File: config.mk
export PLATFORM = sky130hd
export DESIGN_NAME = pump_status
export DESIGN_NICKNAME = d
export VERILOG_FILES = /design/src/hdl/rise_detect.v /design/src/hdl/pump_status.v
export VERILOG_INCLUDE_DIRS = /design/src /design/src/inc
export SDC_FILE = /design/constraint.sdc
export NUM_CORES = 1
export LEC_CHECK = 0
export BUFFER_PORTS_ARGS = -buffer_cell sky130_fd_sc_hd__buf_4
export CAP_MARGIN = 10
export CORE_ASPECT_RATIO = 2
export CORE_MARGIN = 1
export CORE_UTILIZATION = 48
export CTS_CLUSTER_DIAMETER = 150
export CTS_CLUSTER_SIZE = 8
export DETAILED_ROUTE_END_ITERATION = 10
export GPL_ROUTABILITY_DRIVEN = 0
export PLACE_DENSITY_LB_ADDON = 0.15
export SLEW_MARGIN = 25
export SYNTH_ARGS = -nofsm -noshare
export SYNTH_HDL_FRONTEND = slang
export SYNTH_SLANG_ARGS = --single-unit
File: constraint.sdc
create_clock -name clk_in -period 5.55 [get_ports clk_in]
set_clock_uncertainty 0.2 [all_clocks]
set_input_delay 1.11 -clock clk_in [delete_from_list [all_inputs] [get_ports clk_in]]
set_output_delay 1.11 -clock clk_in [all_outputs]
set_load 0.02 [all_outputs]
File: src/inc/pump_status_defines.vh
// Constants for the pump controller status word block
`ifndef PUMP_STATUS_DEFINES_VH
`define PUMP_STATUS_DEFINES_VH

`define ADDR_W 4
`define ADDR_STATUS 4'h0
`define ADDR_CONTROL 4'h1
`define ADDR_DWELL 4'h2
`define ADDR_FAULT_CODE 4'h3

`define BIT_INIT 0
`define BIT_CONFIGURED 1
`define BIT_FAULTED 2
`define BIT_MOTION_OFF 4
`define BIT_REF_REQ 5
`define BIT_LOAD_REQ 6
`define BIT_NO_PORTS 7
`define BIT_RDY_IDLE 8
`define BIT_RDY_PROD 9
`define BIT_RDY_FLUID 10
`define BIT_RDY_REF 11
`define BIT_RDY_LOAD 12
`define BIT_BLOCKED 15
`define BIT_BUSY_ANY 16
`define BIT_BUSY_PROD 17
`define BIT_BUSY_FLUID 18
`define BIT_BUSY_REF 19
`define BIT_BUSY_LOAD 20
`define BIT_BUSY_PORT 21
`define BIT_CHAMBER_FULL 25
`define BIT_SUCCESS_PULSE 26
`define BIT_SUCCESS_LAST 27

`define CMD_STOP 1
`define CMD_START_PROD 2
`define CMD_START_FLUID 3
`define CMD_START_REF 4
`define CMD_CLEAR_FAULT 5
`define CMD_START_LOAD 7
`define CMD_START_REQ 13

`define INIT_TIME_US 10
`define CLK_MHZ 25
`define INIT_CYCLES (`INIT_TIME_US * `CLK_MHZ)
`define INIT_W 9
`define DWELL_W 16
`define ZERO32 32'h0000_0000
`define ZERO16 16'h0000

`endif

File: src/hdl/rise_detect.v
// Rising edge detector for one command bit
`timescale 1ns/1ps
module rise_detect
(
  input wire clk_in,
  input wire rst_in,
  input wire level_in,
  output wire rise_out
);
  reg last;

  always @(posedge clk_in)
  begin
    if (rst_in)
      last <= 1'b0;
    else
      last <= level_in;
  end

  assign rise_out = level_in & ~last;
endmodule // rise_detect

File: src/hdl/pump_status.v
// Pump controller status word with command edge handling
//
// What this block does
// - Bit 0 low during init after reset, high once init finished.
// - Bit 1 follows actuator configured state.
// - Bit 4 is one whenever motion is inhibited.
// - Bit 5 set when homing required; then no other operation starts.
// - Bit 6 set when load outstanding; blocks production start.
// - Bit 7 set when all ports disabled; blocks every start.
// - Bit 8 high only while a general start is accepted.
// - Bit 9 high only while production start is accepted.
// - Bit 10 high only while fluidic start is accepted.
// - Bit 11 high only while reference start is accepted.
// - Bit 12 high only while load start is accepted.
// - Bit 15 set when load, reference or fault blocks production; bit 2 fault.
// - Bit 16 high while any operation of any class runs.
// - Bits 17 to 21 flag busy production, fluidic, reference, load, port.
// - Bit 25 high while piston at full-chamber position.
// - Bit 26 pulses after fault-free dispense, length from dwell setting.
// - Bit 27 set on good dispense, cleared on bad; zero at power-up.
// - Production start edge acts only when production-ready is one.
// - Clear-fault edge clears a present fault with nonzero code.
//
// Decided for this implementation: the address map and the plain strobed port.
`timescale 1ns/1ps
`include "pump_status_defines.vh"
module pump_status
(
  input wire clk_in,
  input wire rst_in,
  input wire [`ADDR_W-1:0] addr_in,
  input wire [31:0] wdata_in,
  input wire wr_in,
  input wire rd_in,
  output reg [31:0] rdata_out,
  input wire configured_in,
  input wire motion_inhibit_in,
  input wire ref_required_in,
  input wire load_required_in,
  input wire ports_enabled_in,
  input wire chamber_full_in,
  input wire porting_in,
  input wire fault_set_in,
  input wire [15:0] fault_code_in,
  input wire prod_mode_in,
  input wire fluid_mode_in,
  input wire op_done_in,
  input wire op_stopped_short_in,
  output wire start_prod_out,
  output wire start_fluid_out,
  output wire start_ref_out,
  output wire start_load_out,
  output wire stop_out,
  output wire [31:0] status_out
);

  ////////////////////////////////////////////////////////////////////
  // Command word edges

  reg [31:0] command;
  reg [`DWELL_W-1:0] dwell;
  wire rise_stop;
  wire rise_prod;
  wire rise_fluid;
  wire rise_ref;
  wire rise_clear;
  wire rise_load;
  wire rise_req;

  rise_detect u_stop
  (
    .clk_in(clk_in),
    .rst_in(rst_in),
    .level_in(command[`CMD_STOP]),
    .rise_out(rise_stop)
  );
  rise_detect u_prod
  (
    .clk_in(clk_in),
    .rst_in(rst_in),
    .level_in(command[`CMD_START_PROD]),
    .rise_out(rise_prod)
  );
  rise_detect u_fluid
  (
    .clk_in(clk_in),
    .rst_in(rst_in),
    .level_in(command[`CMD_START_FLUID]),
    .rise_out(rise_fluid)
  );
  rise_detect u_ref
  (
    .clk_in(clk_in),
    .rst_in(rst_in),
    .level_in(command[`CMD_START_REF]),
    .rise_out(rise_ref)
  );
  rise_detect u_clear
  (
    .clk_in(clk_in),
    .rst_in(rst_in),
    .level_in(command[`CMD_CLEAR_FAULT]),
    .rise_out(rise_clear)
  );
  rise_detect u_load
  (
    .clk_in(clk_in),
    .rst_in(rst_in),
    .level_in(command[`CMD_START_LOAD]),
    .rise_out(rise_load)
  );
  rise_detect u_req
  (
    .clk_in(clk_in),
    .rst_in(rst_in),
    .level_in(command[`CMD_START_REQ]),
    .rise_out(rise_req)
  );

  ////////////////////////////////////////////////////////////////////
  // Initialisation and fault

  reg [`INIT_W-1:0] init_count;
  reg initialized;
  reg faulted;
  reg [15:0] fault_code;

  always @(posedge clk_in)
  begin
    if (rst_in)
    begin
      init_count <= {`INIT_W{1'b0}};
      initialized <= 1'b0;
    end
    else if (!initialized)
    begin
      init_count <= init_count + 1'b1;
      if (init_count == `INIT_CYCLES - 1)
        initialized <= 1'b1;
    end
  end

  // A new fault beats a clear arriving in the same cycle
  always @(posedge clk_in)
  begin
    if (rst_in)
    begin
      faulted <= 1'b0;
      fault_code <= `ZERO16;
    end
    else if (fault_set_in)
    begin
      faulted <= 1'b1;
      fault_code <= fault_code_in;
    end
    else if ((rise_clear || (rise_req && faulted)) && faulted &&
             fault_code != `ZERO16)
    begin
      faulted <= 1'b0;
      fault_code <= `ZERO16;
    end
  end

  ////////////////////////////////////////////////////////////////////
  // Readiness

  reg busy_prod;
  reg busy_fluid;
  reg busy_ref;
  reg busy_load;
  wire busy_any;
  wire rdy_idle;
  wire rdy_prod;
  wire rdy_fluid;
  wire rdy_ref;
  wire rdy_load;
  wire blocked;

  assign busy_any = busy_prod | busy_fluid | busy_ref | busy_load |
                    porting_in;
  assign rdy_idle = initialized & configured_in & ~faulted &
                    ~motion_inhibit_in & ports_enabled_in & ~busy_any;
  assign rdy_ref = rdy_idle;
  assign rdy_load = rdy_idle & ~ref_required_in;
  assign rdy_fluid = rdy_idle & ~ref_required_in &
                     (fluid_mode_in | prod_mode_in);
  assign blocked = load_required_in | ref_required_in | faulted;
  assign rdy_prod = rdy_idle & ~blocked & prod_mode_in;

  // Start required runs the reference first, then the load
  wire go_prod = rise_prod & rdy_prod;
  wire go_fluid = rise_fluid & rdy_fluid;
  wire go_ref = (rise_ref | (rise_req & ref_required_in)) & rdy_ref;
  wire go_load = (rise_load | (rise_req & ~ref_required_in &
                 load_required_in)) & rdy_load;

  assign start_prod_out = go_prod;
  assign start_fluid_out = go_fluid;
  assign start_ref_out = go_ref;
  assign start_load_out = go_load;
  assign stop_out = rise_stop;

  ////////////////////////////////////////////////////////////////////
  // Operation tracking

  wire op_end = op_done_in | op_stopped_short_in;

  always @(posedge clk_in)
  begin
    if (rst_in)
    begin
      busy_prod <= 1'b0;
      busy_fluid <= 1'b0;
      busy_ref <= 1'b0;
      busy_load <= 1'b0;
    end
    else
    begin
      busy_prod <= go_prod | (busy_prod & ~op_end);
      busy_fluid <= go_fluid | (busy_fluid & ~op_end);
      busy_ref <= go_ref | (busy_ref & ~op_end);
      busy_load <= go_load | (busy_load & ~op_end);
    end
  end

  // Dispense result
  reg success_last;
  reg success_pulse;
  reg [`DWELL_W-1:0] pulse_count;
  wire good_end = busy_prod & op_done_in & ~op_stopped_short_in &
                  ~faulted & ~fault_set_in;
  wire bad_end = busy_prod & (op_stopped_short_in | (op_done_in & ~good_end));

  always @(posedge clk_in)
  begin
    if (rst_in)
    begin
      success_last <= 1'b0;
      success_pulse <= 1'b0;
      pulse_count <= {`DWELL_W{1'b0}};
    end
    else
    begin
      if (good_end)
        success_last <= 1'b1;
      else if (bad_end)
        success_last <= 1'b0;
      // A zero dwell still gives a one-cycle pulse
      if (good_end)
      begin
        success_pulse <= 1'b1;
        pulse_count <= dwell;
      end
      else if (success_pulse)
      begin
        if (pulse_count == {`DWELL_W{1'b0}})
          success_pulse <= 1'b0;
        else
          pulse_count <= pulse_count - 1'b1;
      end
    end
  end

  ////////////////////////////////////////////////////////////////////
  // Status word and register port

  reg [31:0] status;

  always @*
  begin
    status = `ZERO32;
    status[`BIT_INIT] = initialized;
    status[`BIT_CONFIGURED] = configured_in;
    status[`BIT_FAULTED] = faulted;
    status[`BIT_MOTION_OFF] = motion_inhibit_in;
    status[`BIT_REF_REQ] = ref_required_in;
    status[`BIT_LOAD_REQ] = load_required_in;
    status[`BIT_NO_PORTS] = ~ports_enabled_in;
    status[`BIT_RDY_IDLE] = rdy_idle;
    status[`BIT_RDY_PROD] = rdy_prod;
    status[`BIT_RDY_FLUID] = rdy_fluid;
    status[`BIT_RDY_REF] = rdy_ref;
    status[`BIT_RDY_LOAD] = rdy_load;
    status[`BIT_BLOCKED] = blocked;
    status[`BIT_BUSY_ANY] = busy_any;
    status[`BIT_BUSY_PROD] = busy_prod;
    status[`BIT_BUSY_FLUID] = busy_fluid;
    status[`BIT_BUSY_REF] = busy_ref;
    status[`BIT_BUSY_LOAD] = busy_load;
    status[`BIT_BUSY_PORT] = porting_in;
    status[`BIT_CHAMBER_FULL] = chamber_full_in;
    status[`BIT_SUCCESS_PULSE] = success_pulse;
    status[`BIT_SUCCESS_LAST] = success_last;
  end

  assign status_out = status;

  // Status address has no write path, so writes there vanish
  always @(posedge clk_in)
  begin
    if (rst_in)
    begin
      command <= `ZERO32;
      dwell <= {`DWELL_W{1'b0}};
    end
    else if (wr_in)
    begin
      if (addr_in == `ADDR_CONTROL)
        command <= wdata_in;
      else if (addr_in == `ADDR_DWELL)
        dwell <= wdata_in[`DWELL_W-1:0];
    end
  end

  always @(posedge clk_in)
  begin
    if (rst_in)
      rdata_out <= `ZERO32;
    else if (rd_in)
    begin
      case (addr_in)
        `ADDR_STATUS: rdata_out <= status;
        `ADDR_CONTROL: rdata_out <= command;
        `ADDR_DWELL: rdata_out <= {`ZERO16, dwell};
        `ADDR_FAULT_CODE: rdata_out <= {`ZERO16, fault_code};
        default: rdata_out <= `ZERO32;
      endcase
    end
    else
      rdata_out <= `ZERO32;
  end
endmodule // pump_status

==> impl_metrics.ini <==
[final_layout]
finalNonFillerCells = 931
antenna_cells = 0
fillers = 1054
areaGrowthSynthToFinish_pct = 25.7
final_util_pct = 61.8
final_nets = 845
drive_gt1_share_pct = 23.2

[synth]
synth_area_leader_cell = dfxtp_1
syn_area_um2 = 5790
synth_edf_count = 0
synth_area_per_cell_um2 = 8.39
yosys-top-cells-area = dfxtp_1 47%, nand2_1 8.7%, a21oi_1 7.7%, a22oi_1 4.3%, buf_4 4.1%
seq_area_frac_synth_pct = 47.0
synthArstFlopShare_pct = 0
syn_inst = 690
yosysWarnings = 0
synth-seq-cells = 136
synth.distinct_cells = 56
ys.flop_type = dfxtp_1
synth_top_area_share_pct = 47.0

[job]
max_cap_viol_count = 0

[global_routing]
grtUsageTotal_pct = 28.4
grt_pass1_vias = 5303
grt_overflow_total = 0
antenna_found_initial = 0
grt_max_degree = 71
grt_pass1_wl_um = 26800

[clock_tree]
cts.sinks = 136
root_buffer = clkbuf_16
ctsHoldBuffers = 0
postCtsSetupBuffers = 0
cts_buffers = 17
clk_latency_ns = 0.42
cts_max_level = 4
cts.clk_slew.worst_paths_ns = 0.06
cts_tree = yes
cts_buffer_depth = 2
post_cts_resized = 0

[route]
routedWlPerCell_um = 18.4
drc = 0
drt_iter0_markers = 341
vias_per_cell = 5.78
dr.pass1.iters = 5
dr_total_vias = 5379
drt_wl_total_um = 17200
drtAntennaViolNets = 0

[pwr]
p_switching_w = 0.000512
powerDensity_nw_per_um2 = 330
p_leak_nw = 2.82
p_clk_share_pct = 52.6
p_comb_share_pct = 5.5
totalPowerFinal_w = 0.00240
swShare_pct = 21.3
power.internal_w = 0.00189
power_frac_seq_pct = 41.9
ir_drop_uv = 278

[floorplan]
rows = 56
io_pins = 137
die_x_um = 79.7
initial_core_util_pct = 49.2
core_area_um2 = 11800
fp.dieH_um = 157
dieArea_um2 = 12500

[worst_setup_path]
r2r_start = faulted$_SDFFE_PP0P_
path_class = in -> out
crit_path_end_kind = output pin
cp_max_fo = 12
crit_path_start_kind = primary input
startpoint = motion_inhibit_in
critPathArrivalTime_ns = 2.92
critPathRequiredTime_ns = 4.24

[timing]
setup_violations = 0
tns_ns = 0
tightest_slew_ns = 1.06
setup_ws_ns = 1.32
slew_headroom_pct = 29.3
max_freq_mhz = 237
fin_crit_ns = 4.23
period_share_pct = 76.1
slew_violations = 0
hold_viol = 0
rsz0062_at_grt = no

[placed_design]
dpl_worst_slack_ns = 1.33
post-dp-hpwl_um = 12400
portBuffers = 126
dp.cells = 899

[status]
outcome = completed

[min_path]
min_path_type = reg -> reg
hp-start = command[23]$_SDFFE_PP0P_
-- synthesized netlist by cell type, types with 2 or more instances --
| master | number |
|---|---|
| or4_1 | 7 |
| and3_1 | 5 |
| nor4b_4 | 2 |
| and2_0 | 2 |
| a211oi_1 | 4 |
| a22oi_1 | 33 |
| a2111o_1 | 2 |
| and2_1 | 9 |
| inv_1 | 11 |
| o21ai_0 | 8 |
| a21oi_1 | 89 |
| a31oi_1 | 5 |
| nand2_1 | 134 |
| nor2b_1 | 15 |
| xnor2_1 | 2 |
| nor2_1 | 44 |
| nand4_1 | 9 |
| nand3b_1 | 2 |
| nor3_1 | 4 |
| o31ai_1 | 3 |
| buf_2 | 5 |
| dfxtp_1 | 136 |
| nand4b_1 | 2 |
| a311oi_1 | 8 |
| or3_1 | 4 |
| buf_4 | 32 |
| ha_1 | 4 |
| clkbuf_1 | 38 |
| nand3_1 | 14 |
| xor2_1 | 4 |
| o211ai_1 | 16 |
| or3_2 | 2 |
| nor4_2 | 5 |
| nor4_1 | 6 |
| and4_1 | 3 |
-- per-layer routing --
| layer | wire length (um) | global-route usage (%) | share of wire [%] | up-vias |
|---|---|---|---|---|
| met3 | 823 | 6.03 | 4.8 | 58 |
| li1 | - | - | - | 2537 |
| met4 | 1070 | 18.5 | 6.2 | 0 |
| met1 | 6080 | 29.1 | 35 | 2584 |
| met2 | 9190 | 50.6 | 54 | 200 |
| met5 | 0 | 0 | 0 | - |
-- worst max-delay path, stage by stage --
cell      delay [ns]
buf_4           0.12
nor4bb_1        0.45
and4_1          0.52
nand2b_1        0.17
nor4b_1         0.34
buf_4           0.21
-- path summary, 6_finish.rpt --
path	to	slack, ns	cells past startpoint
hold reg to reg	command[23]$_SDFFE_PP0P_	0.25	2
setup reg to reg	busy_load$_SDFF_PP0_	3.15	4
hold / removal	command[23]$_SDFFE_PP0P_	0.25	2
setup / recovery	start_fluid_out	1.32	6
-- cell type report --
class                           instances  area (um^2)  share of cell area (%)
Clock buffer                           21          480                    6.60
Clock inverter                         11          193                    2.65
Inverter                               12         45.0                   0.619
Multi-Input combinational cell        475         2670                    36.7
Sequential cell                       136         2720                    37.4
Tap cell                              145          181                    2.49
Timing Repair Buffer                  131          983                    13.5
-- stage by stage --
stage / hold slack [ns] / cell area, um^2
final: 0.251 / 7280
after detailed placement: 0.243 / 6600
after floorplan: 0.230 / 5820
after global routing: 0.276 / 7280
after CTS: 0.251 / 7270
after global placement: 0.238 / 6580
-- power by group through the flow --
stage | clock network [W] | registers (W) | logic [W]
finish | 0.00126 | 0.00101 | 0.000132
global route | 0.00132 | 0.00101 | 0.000143
CTS | 0.00127 | 0.00101 | 0.000131
detailed placement | 0 | 0.00103 | 0.000131
global placement | 0 | 0.00103 | 0.000129
floorplan | 0 | 0.00102 | 0.0000744
-- registers in the layout, indices dropped and copies added, names as in the netlist, 9 cells and up --
register / count
command: 32
dwell: 16
fault_code: 16
init_count: 9
pulse_count: 16
rdata_out: 32
-- cells by family after synthesis --
family / count (synthesis) / synth area share (%)
DFF: 136 / 47.0
muxes: 1 / 0.173
other: 1 / 0.0648
adders and majority gates: 4 / 0.864
AOI/OAI and AO/OA: 174 / 18.7
and+or+nand+nor: 280 / 24.4
buffers and inverters: 88 / 7.89
xor gates and xnor gates: 6 / 0.908
-- placed cells by master (no fill, tap or decap), types with 3 or more instances in the layout --
master,netlist,final
and4_1,3,3
buf_4,32,131
ha_1,4,4
o31ai_1,3,3
a21oi_1,89,89
nor4_2,5,5
clkbuf_8,0,4
a22oi_1,33,33
or3_1,4,4
bufinv_16,0,5
o211ai_1,16,16
conb_1,1,10
dfxtp_1,136,136
inv_1,11,11
nor3_1,4,4
a31oi_1,5,5
nand3_1,14,13
nor2b_1,15,15
a211oi_1,4,4
nand4_1,9,9
a311oi_1,8,8
clkbuf_16,0,17
o21ai_0,8,8
nand2_1,134,133
and3_1,5,5
xor2_1,4,4
or4_1,7,7
nor2_1,44,44
and2_1,9,10
nor4_1,6,5
Note: power is estimated with default switching activity, not from simulation.
